$ cat config.mk
export PLATFORM = sky130hd
export DESIGN_NAME = thermal_fan_pwm_control
export DESIGN_NICKNAME = d
export VERILOG_FILES = /design/src/hdl/thermal_fan_pwm_control.v
export VERILOG_INCLUDE_DIRS = /design/src /design/src/hdl
export SDC_FILE = /design/constraint.sdc
export NUM_CORES = 1
export LEC_CHECK = 0
export ABC_CLOCK_PERIOD_IN_PS = 7500
export BUFFER_PORTS_ARGS = -buffer_cell sky130_fd_sc_hd__buf_2
export CORE_MARGIN = 1.5
export CORE_UTILIZATION = 30
export CTS_BUF_LIST = sky130_fd_sc_hd__clkbuf_2
export DETAILED_ROUTE_END_ITERATION = 12
export PLACE_DENSITY_LB_ADDON = 0.25
export SYNTH_ARGS = -nofsm -noshare
export SYNTH_HDL_FRONTEND = slang
export SYNTH_SLANG_ARGS = --single-unit
$ cat constraint.sdc
create_clock -name mclk -period 7.5 [get_ports mclk]
set_input_delay 2.25 -clock mclk [delete_from_list [all_inputs] [get_ports mclk]]
set_output_delay 2.25 -clock mclk [all_outputs]
set_load 0.01 [all_outputs]
$ cat src/hdl/fan_ctrl_map.vh
// Notes on behaviour
// - three modes, all steer only duty
// - auto mode maps temperature to duty alone
// - speed mode holds tacho_in period at target
// - direct mode uses host duty unchanged
// - 8-bit duty, zero off, full on
// - strap low fast range, high slow
// - address pins latched only at reset
// - fan drive open-drain, pulls low only
// - fan speed measured from tacho_in pulses
// - critical alarm on limit or sensor fault
// - thermal pin low above thermal limit
// - external pull low flags, forces full
// - fan failure alarm pulls low
// - alert output asserted on error conditions
// - bus data open-drain, clock input only
// - bus ignored 1.5 ms after reset
// - tacho_in timed with 100 kHz reference
// - converter runs only while start set
`ifndef FAN_CTRL_MAP_VH
`define FAN_CTRL_MAP_VH
`define CLK_HZ 100000000
`define TACHO_IN_REF_HZ 100000
`define BOOT_US 1500
`define FAST_PWM_HZ 25000
`define SLOW_PWM_HZ 40
`define MODE_AUTO 2'h0
`define MODE_SPEED 2'h1
`define MODE_DIRECT 2'h2
`define DUTY_FULL 8'hFF
`define FAIL_COUNT 16'hFFFF
`endif

$ cat src/hdl/thermal_fan_pwm_control.v
`include "fan_ctrl_map.vh"
`timescale 1ns/100ps
`default_nettype none
module thermal_fan_pwm_control #(
   parameter BOOT_CYCLES = (`CLK_HZ / 1000000) * `BOOT_US,
   parameter REF_DIV = `CLK_HZ / `TACHO_IN_REF_HZ
) (
   input wire mclk,
   input wire srst,
   input wire [1:0] mode_sel,
   input wire [7:0] host_duty,
   input wire [15:0] target_period,
   input wire [7:0] temperature,
   input wire temp_valid,
   input wire sensor_fault,
   input wire [7:0] auto_start_temp,
   input wire [7:0] auto_slope,
   input wire [7:0] critical_limit,
   input wire [7:0] thermal_limit,
   input wire [7:0] alert_limit,
   input wire alert_enable,
   input wire conv_start,
   input wire freq_range_sel,
   input wire addr_sel_hi,
   input wire addr_sel_lo,
   input wire tacho_in,
   input wire thermal_limit_in,
   input wire smb_clk_in,
   input wire smb_data_in,
   output reg fan_drive_oe,
   output reg critical_temp_oe,
   output reg thermal_limit_oe,
   output reg fan_failure_oe,
   output reg smb_alert_oe,
   output reg smb_data_oe,
   output reg external_thermal_request_flag,
   output reg [15:0] tacho_in_period,
   output reg [7:0] duty_now,
   output reg slow_range,
   output reg [1:0] bus_addr_sel,
   output reg bus_ready,
   output reg conv_run,
   output reg [1:0] smb_sync
);
   localparam integer FAST_DIV_I = `CLK_HZ / (`FAST_PWM_HZ * 256);
   localparam integer SLOW_DIV_I = `CLK_HZ / (`SLOW_PWM_HZ * 256);
   localparam [15:0] FAST_DIV = FAST_DIV_I[15:0];
   localparam [15:0] SLOW_DIV = SLOW_DIV_I[15:0];
   localparam integer SYNC_W = 7;

   reg tacho_in_d;
   reg strap_done;
   reg [2:0] own_pull;
   reg [15:0] ref_cnt;
   reg [15:0] tick_cnt;
   reg [15:0] pwm_div;
   reg [7:0] pwm_phase;
   reg [7:0] speed_duty;
   reg [23:0] boot_cnt;
   reg [15:0] next_auto;
   reg [7:0] next_duty;

   wire [SYNC_W-1:0] pin_raw;
   wire [SYNC_W-1:0] pin_sync;
   wire tacho_in_sync;
   wire thermal_limit_io_sync;
   wire scl_sync;
   wire sda_sync;
   wire [2:0] strap_sync;
   wire ref_tick;
   wire tacho_in_rise;
   wire pwm_step;
   wire pwm_wrap;
   wire ext_low;
   wire [15:0] div_sel;

   // tacho_in counter ran out without an edge
   function stalled;
      input [15:0] count;
      begin
         stalled = (count == `FAIL_COUNT);
      end
   endfunction

   // auto loop product clipped to the duty range
   function [7:0] saturate;
      input [15:0] value;
      begin
         if (value[15:8] != 8'h00)
            saturate = `DUTY_FULL;
         else
            saturate = value[7:0];
      end
   endfunction

   assign pin_raw = {freq_range_sel, addr_sel_hi, addr_sel_lo, smb_data_in, smb_clk_in,
      thermal_limit_in, tacho_in};
   assign tacho_in_sync = pin_sync[0];
   assign thermal_limit_io_sync = pin_sync[1];
   assign scl_sync = pin_sync[2];
   assign sda_sync = pin_sync[3];
   assign strap_sync = pin_sync[6:4];

   // every pin passes two flops before any logic sees it
   genvar g;
   generate
      for (g = 0; g < SYNC_W; g = g + 1) begin : sync_stage
         reg [1:0] pipe;
         always @(posedge mclk) begin
            pipe <= {pipe[0], pin_raw[g]};
         end
         assign pin_sync[g] = pipe[1];
      end
   endgenerate

   assign ref_tick = (ref_cnt == REF_DIV[15:0] - 16'h0001);
   assign tacho_in_rise = tacho_in_sync & ~tacho_in_d;
   assign div_sel = slow_range ? SLOW_DIV : FAST_DIV;
   assign pwm_step = (pwm_div == div_sel - 16'h0001);
   assign pwm_wrap = pwm_step & (pwm_phase == 8'hFF);
   // our own drive also pulls the pin; it is ignored while we drive and for the
   // synchroniser delay after, so an outside pull under our own drive goes unseen
   assign ext_low = ~thermal_limit_io_sync & ~thermal_limit_oe & (own_pull == 3'h0);

   always @(posedge mclk) begin
      tacho_in_d <= tacho_in_sync;
   end

   always @* begin
      next_auto = 16'h0000;
      if (temperature > auto_start_temp)
         next_auto = (temperature - auto_start_temp) * auto_slope;
      case (mode_sel)
         `MODE_SPEED: next_duty = speed_duty;
         `MODE_DIRECT: next_duty = host_duty;
         `MODE_AUTO: next_duty = saturate(next_auto);
         default: next_duty = host_duty;
      endcase
      if (ext_low)
         next_duty = `DUTY_FULL;
   end

   // straps, boot window, converter and bus sampling
   always @(posedge mclk) begin
      if (srst) begin
         strap_done <= 1'b0;
         slow_range <= 1'b1;
         bus_addr_sel <= 2'h0;
         boot_cnt <= 24'h000000;
         bus_ready <= 1'b0;
         conv_run <= 1'b0;
         smb_sync <= 2'h3;
         smb_data_oe <= 1'b0;
      end else begin
         // straps caught on the first clock after release, then frozen
         if (!strap_done) begin
            strap_done <= 1'b1;
            slow_range <= strap_sync[2];
            bus_addr_sel <= strap_sync[1:0];
         end
         conv_run <= conv_start;
         if (boot_cnt != BOOT_CYCLES[23:0] - 24'h000001)
            boot_cnt <= boot_cnt + 24'h000001;
         else
            bus_ready <= 1'b1;
         // bus lines sampled only once ready; protocol engine lives elsewhere
         smb_sync <= bus_ready ? {scl_sync, sda_sync} : 2'h3;
         smb_data_oe <= 1'b0;
      end
   end

   // tacho_in period in reference ticks, pinned at full scale when stalled
   always @(posedge mclk) begin
      if (srst) begin
         ref_cnt <= 16'h0000;
         tick_cnt <= 16'h0000;
         tacho_in_period <= 16'h0000;
      end else begin
         ref_cnt <= ref_tick ? 16'h0000 : ref_cnt + 16'h0001;
         if (tacho_in_rise) begin
            tacho_in_period <= tick_cnt;
            tick_cnt <= 16'h0000;
         end else if (ref_tick && !stalled(tick_cnt)) begin
            tick_cnt <= tick_cnt + 16'h0001;
         end
         if (stalled(tick_cnt))
            tacho_in_period <= `FAIL_COUNT;
      end
   end

   // one step per reference tick keeps the loop slow and stable
   always @(posedge mclk) begin
      if (srst) begin
         speed_duty <= 8'h80;
      end else if (ref_tick && mode_sel == `MODE_SPEED) begin
         if (tacho_in_period > target_period && speed_duty != 8'hFF)
            speed_duty <= speed_duty + 8'h01;
         else if (tacho_in_period < target_period && speed_duty != 8'h00)
            speed_duty <= speed_duty - 8'h01;
      end
   end

   // duty changes only at a wrap, so no period is cut short
   always @(posedge mclk) begin
      if (srst) begin
         pwm_div <= 16'h0000;
         pwm_phase <= 8'h00;
         duty_now <= 8'h00;
         fan_drive_oe <= 1'b0;
      end else begin
         if (pwm_step) begin
            pwm_div <= 16'h0000;
            pwm_phase <= pwm_phase + 8'h01;
         end else begin
            pwm_div <= pwm_div + 16'h0001;
         end
         if (pwm_wrap)
            duty_now <= next_duty;
         // full duty never pulls low, zero always does
         fan_drive_oe <= (duty_now == 8'hFF) ? 1'b0 : (pwm_phase >= duty_now);
      end
   end

   // alarm pins
   always @(posedge mclk) begin
      if (srst) begin
         own_pull <= 3'h0;
         external_thermal_request_flag <= 1'b0;
         critical_temp_oe <= 1'b0;
         thermal_limit_oe <= 1'b0;
         fan_failure_oe <= 1'b0;
         smb_alert_oe <= 1'b0;
      end else begin
         own_pull <= {own_pull[1:0], thermal_limit_oe};
         if (ext_low)
            external_thermal_request_flag <= 1'b1;
         if (temp_valid) begin
            critical_temp_oe <= sensor_fault | (temperature >= critical_limit);
            thermal_limit_oe <= temperature > thermal_limit;
         end
         fan_failure_oe <= stalled(tick_cnt);
         smb_alert_oe <= alert_enable &
            (sensor_fault | temperature > alert_limit | stalled(tick_cnt));
      end
   end
endmodule
`default_nettype wire

After elaboration in Yosys (flattened, before gate mapping)
Index checks and enable logic that the tools add are counted.
{"block": "totals", "ff_bits": 144, "input_bits": 87, "output_inout_bits": 38, "elab_cells": 93}
{"block": "classes", "n_addsub": 9, "n_mul": 1, "order_cmp": 7, "eq_ne": 8, "muxes": 10, "bitwise_logic": 12, "reduce_logical": 17}
{"operator": "$add A16 B1 Y16 const B", "n": 3}
{"operator": "$mux W16", "n": 3}
{"operator": "$mux W8", "n": 4}
{"operator": "$add A24 B1 Y24 const B", "n": 1}
{"operator": "$gt A8 B8 Y1", "n": 3}
{"operator": "$ne A24 B18 Y1 const B", "n": 1}
{"operator": "$add A8 B1 Y8 const B", "n": 2}
{"operator": "$eq A16 B10 Y1 const B", "n": 1}
{"operator": "$eq A16 B16 Y1", "n": 1}
{"operator": "$eq A16 B16 Y1 const B", "n": 1}
{"operator": "$eq A8 B8 Y1 const B", "n": 2}
{"operator": "$ge A8 B8 Y1", "n": 2}
{"operator": "$gt A16 B16 Y1", "n": 1}
{"operator": "$lt A16 B16 Y1", "n": 1}
{"operator": "$mul A9 B9 Y16", "n": 1}
{"operator": "$pmux W8 S2", "n": 1}
{"operator": "$reduce_bool A8 Y1", "n": 2}
{"operator": "$sub A14 B1 Y15 const B", "n": 1}
{"operator": "$mux W14", "n": 1}
{"operator": "$reduce_or A2 Y1", "n": 5}
{"operator": "$sub A8 B8 Y9", "n": 1}
{"operator": "$ne A8 B8 Y1 const B", "n": 1}
{"operator": "$sub A8 B1 Y8 const B", "n": 1}
{"operator": "$and A1 B1 Y1", "n": 5}
{"operator": "other kinds (10)", "n": 19}

Longest topological paths before layout
{"block": "depth", "depth_word": 7, "depth_mapped": 26, "ltp_nobuf": 25}

Worst setup path before layout
OpenSTA, ideal clock, no wires.
{"block": "synth_timing", "path_type": "in2reg", "from": "input port auto_start_temp[1]", "to": "register duty_now[0]", "setup_ns": 0.150, "arrival_ns": 7.893, "required_ns": 7.350, "path_slack_ns": -0.542, "cell_stages": 24, "n_path_buf": 0, "path_cell_list": "inv_1 -> ha_1 -> nor2b_1 -> o21ai_0 -> a21oi_1 -> o211ai_1 -> a21boi_0 -> o21a_1 -> or3b_2 -> fa_1 -> inv_1 -> fa_1 -> inv_1 -> fa_1 -> fa_1 -> inv_1 -> ha_1 -> o21ai_0 -> o21bai_1 -> a2111oi_0 -> nor3_1 -> mux2i_1 -> nor3_1 -> a31oi_1"}
{"block": "synth_between", "elab_chain_len": 7, "word_cells_on_any_way": 8, "cone_classes": "add/sub: 1; mul: 1; order compare: 1; mux: 4; reduce/logical: 1"}
{"item": "start: declaration", "line": "thermal_fan_pwm_control.v:16", "rtl": "input wire [7:0] auto_start_temp,"}
{"item": "$sub A8 B8 Y9", "line": "thermal_fan_pwm_control.v:132", "rtl": "next_auto = (temperature - auto_start_temp) * auto_slope;"}
{"item": "$mul A9 B9 Y16", "line": "thermal_fan_pwm_control.v:132"}
{"item": "$mux W16 *", "line": "thermal_fan_pwm_control.v:131", "rtl": "if (temperature > auto_start_temp)"}
{"item": "$reduce_bool A8 Y1", "line": "thermal_fan_pwm_control.v:89", "rtl": "if (value[15:8] != 8'h00)"}
{"item": "$mux W8 *", "line": "thermal_fan_pwm_control.v:89"}
{"item": "$pmux W8 S2 *", "line": "thermal_fan_pwm_control.v:133", "rtl": "case (mode_sel)"}
{"item": "$mux W8 *", "line": "thermal_fan_pwm_control.v:139", "rtl": "if (ext_low)"}
{"item": "end signal: assignment", "line": "thermal_fan_pwm_control.v:218", "rtl": "duty_now <= next_duty;"}
{"item": "end: declaration", "line": "thermal_fan_pwm_control.v:38", "rtl": "output reg [7:0] duty_now,"}
Mark *: on every way between the ends. The rest lies on a longest branch, timed or not.
A chain may end at the register's enable or synchronous reset.

Worst setup path in the final report
{"block": "layout_timing", "from": "input port temperature[0]", "to": "register duty_now[2]"}
{"block": "layout_between", "elab_chain_len": 7, "word_cells_on_any_way": 8, "cone_classes": "add/sub: 1; mul: 1; order compare: 1; mux: 4; reduce/logical: 1"}
{"item": "start: declaration", "line": "thermal_fan_pwm_control.v:13", "rtl": "input wire [7:0] temperature,"}
{"item": "$sub A8 B8 Y9", "line": "thermal_fan_pwm_control.v:132"}
{"item": "$mul A9 B9 Y16", "line": "thermal_fan_pwm_control.v:132"}
{"item": "$mux W16 *", "line": "thermal_fan_pwm_control.v:131"}
{"item": "$reduce_bool A8 Y1", "line": "thermal_fan_pwm_control.v:89"}
{"item": "$mux W8 *", "line": "thermal_fan_pwm_control.v:89"}
{"item": "$pmux W8 S2 *", "line": "thermal_fan_pwm_control.v:133"}
{"item": "$mux W8 *", "line": "thermal_fan_pwm_control.v:139"}
Marks and branches as above.

==> metrics.yaml <==
htree_levels: 4
p_leak_nw: 5.31
drt_iter0_drc: 430
synth_edf_count: 0
grt_pass1_vias: 8525
fp.dieH_um: 188
yosys.area.top_type: "dfxtp_1"
cts_setup_buffers: 0
drv_cap: 0
synth_area_um2: 10200
holdWs_ps: 350
drt_pre_antenna_iters: 5
critPathKind: "in2reg"
fmax_mhz: 140
io_buffers: 123
status: "finished clean"
core-area_um2: 33500
clock_sinks: 144
dp_hpwl_um: 20000
relSlewSlack_pct: 38.5
die_w_um: 188
grt_pass1_wl_um: 41800
rsz0062_at_grt: "false"
cp_max_fo: 8
hold_buffers: 0
finish.instance_area_um2: 12000
clock-root-buffer: "clkbuf_2"
synth_top_area_share_pct: 28.2
p_per_area_nw_per_um2: 297
yosysSeqAreaShare_pct: 28.2
ys_seq_elements: 144
io_pins: 125
drc: 0
syn_to_final_growth_pct: 17.4
cp.arrival_ps: 7730
ys_async_sr_fraction_pct: 0
worst_ir_drop_vdd_uv: 320
final_cell_mix: "inv_1 (148), dfxtp_1 (144), buf_2 (123), nor2_1 (119), nand2_1 (110)"
period_share_pct: 94.9
synth_cell_types: 68
min_period_ps: 7120
tightest_slew_ps: 921
antenna_found_initial: 1
place.gp.congestion: 0.854
wl_per_cell_um: 13.5
avgSynthCellArea_um2: 8.42
endpoint_kind: "flop"
grt_max_degree: 77
syn_nets: 1458
hp-class: "reg2reg"
clk_path_buf_depth: 2
via_per_inst: 4.64
overflow: 0
row_count: 67
setup_violations: 0
synth_area_leaders: "dfxtp_1 (28%), ha_1 (12%), fa_1 (11%), inv_1 (5.5%), nor2_1 (4.4%)"
ant_nets: 0
die-area_um2: 35200
final_nets: 1623
clk_pin_slew_ps: 240
fin_skew_ps: 49.3
placed_cell_area_um2: 11800
synth-warning-count: 0
cts_made_buffers: 17
cts_tree: "yes"
clock_latency_ps: 740
drive_gt1_share_pct: 17.4
ys.flop_type: "dfxtp_1"
layout_commonest_cell: "inv_1"
hold_viol: 0
track_usage_pct: 14.5
drv_slew: 0
cts_resized: 0
routed_wl_um: 24800
start_util_pct: 30.5
vias: 8555
required_ps: 8110
synthCells: 1216
startpoint_type: "primary input"
-- worst max-delay path: stages --
cell and delay, ps:
buf_2 90, inv_1 70, ha_1 160, inv_1 50, fa_1 390, a21o_1 200, a21oi_2 190, xnor2_1 290
nand2_1 140, fa_1 490, fa_1 510, inv_1 40, ha_1 310, fa_1 530, fa_1 500, a211oi_2 240
o21bai_1 100, a2111oi_0 390, nor3_1 140, mux2i_1 170, nor3_4 330, a31oi_1 130
-- through the flow --
step,setup TNS (ps),std cells,setup slack (ps),power (W),utilization (%)
2_1_floorplan,0,1216,8.64,0.00240,-
3_3_place_gp,-2430,1810,-304,0.00312,35.1
3_5_place_dp,-2990,1810,-382,0.00314,35.1
4_1_cts,0,1841,450,0.00361,35.8
5_1_grt,0,1842,76.7,0.00395,35.8
6_report,0,1842,381,0.00356,35.8
-- worst paths after layout --
check                                        from                             to  slack (ps)  cells past startpoint
hold reg to reg     sync_stage[5].pipe[0]$_DFF_P_  sync_stage[5].pipe[1]$_DFF_P_         350                      0
setup / recovery                   temperature[0]       duty_now[2]$_SDFFE_PP0P_         380                     22
hold / removal      sync_stage[5].pipe[0]$_DFF_P_  sync_stage[5].pipe[1]$_DFF_P_         350                      0
setup reg to reg  tacho_in_period[2]$_SDFFE_PP0P_     speed_duty[7]$_SDFFE_PP1P_        3500                     16
-- logic make-up (layout without fill, tap and decap cells) --
family | Yosys count | in the layout | share of synthesized area, %
other cells | 1 | 2 | 0.0366
mux | 7 | 7 | 0.684
flops | 144 | 144 | 28.2
simple gates | 446 | 446 | 21.6
fa+ha+maj | 155 | 155 | 23.1
compound gates | 193 | 193 | 12.0
buf+inv | 185 | 362 | 7.19
xor+xnor | 85 | 85 | 7.27
-- synth_stat cells (all sizes together), types with 2 or more instances --
cell	number
a2111oi	5
nor4bb	3
xor2	39
o31ai	7
o211ai	4
nor4	6
and2	33
a21oi	58
a31oi	20
nand2	110
and4	5
mux2i	7
nand3	50
fa	57
a21o	20
o21ai	42
o21bai	5
and3	13
clkbuf	28
nand4	24
nor3b	8
a21boi	4
nor3	15
nor2b	18
or4	10
inv	150
dfxtp	144
a211oi	3
or3	15
buf	6
o22ai	2
o311ai	2
o221a	2
or3b	2
nand2b	7
nor2	119
nor4b	3
xnor2	46
o21a	8
or2	3
ha	98
-- layout make-up --
type | count | area, µm²
fillers | 3541 | 21500
diodes | 1 | 2.50
multi-input cells | 887 | 6730
repair buffers | 180 | 1040
clock inverters | 14 | 145
clock buffers | 17 | 85.1
inverters | 151 | 567
well taps | 448 | 561
flip-flops and latches | 144 | 2880
-- per-layer routing --
metal	wire (µm)	vias to the layer above	global-route usage, %
met5	0	-	0
met4	331	0	3.63
met3	811	21	2.60
met2	11400	160	23.8
met1	12300	3956	19.7
li1	-	4418	-
-- state kept, by name, indices dropped and copies added (netlist names), 2 cells and up --
| name | flops |
|---|---|
| pwm_phase | 8 |
| smb_sync | 2 |
| ref_cnt | 16 |
| tick_cnt | 16 |
| duty_now | 8 |
| tacho_in_period | 16 |
| speed_duty | 8 |
| boot_cnt | 24 |
| sync_stage.pipe | 14 |
| pwm_div | 16 |
| bus_addr_sel | 2 |
| own_pull | 3 |
-- power breakdown --
part           internal, W  switching [W]
Sequential        0.000780     0.00000922
Clock             0.000129       0.000315
Combinational      0.00113        0.00120
Total              0.00204        0.00152
Note: power is estimated with default switching activity, not from simulation.
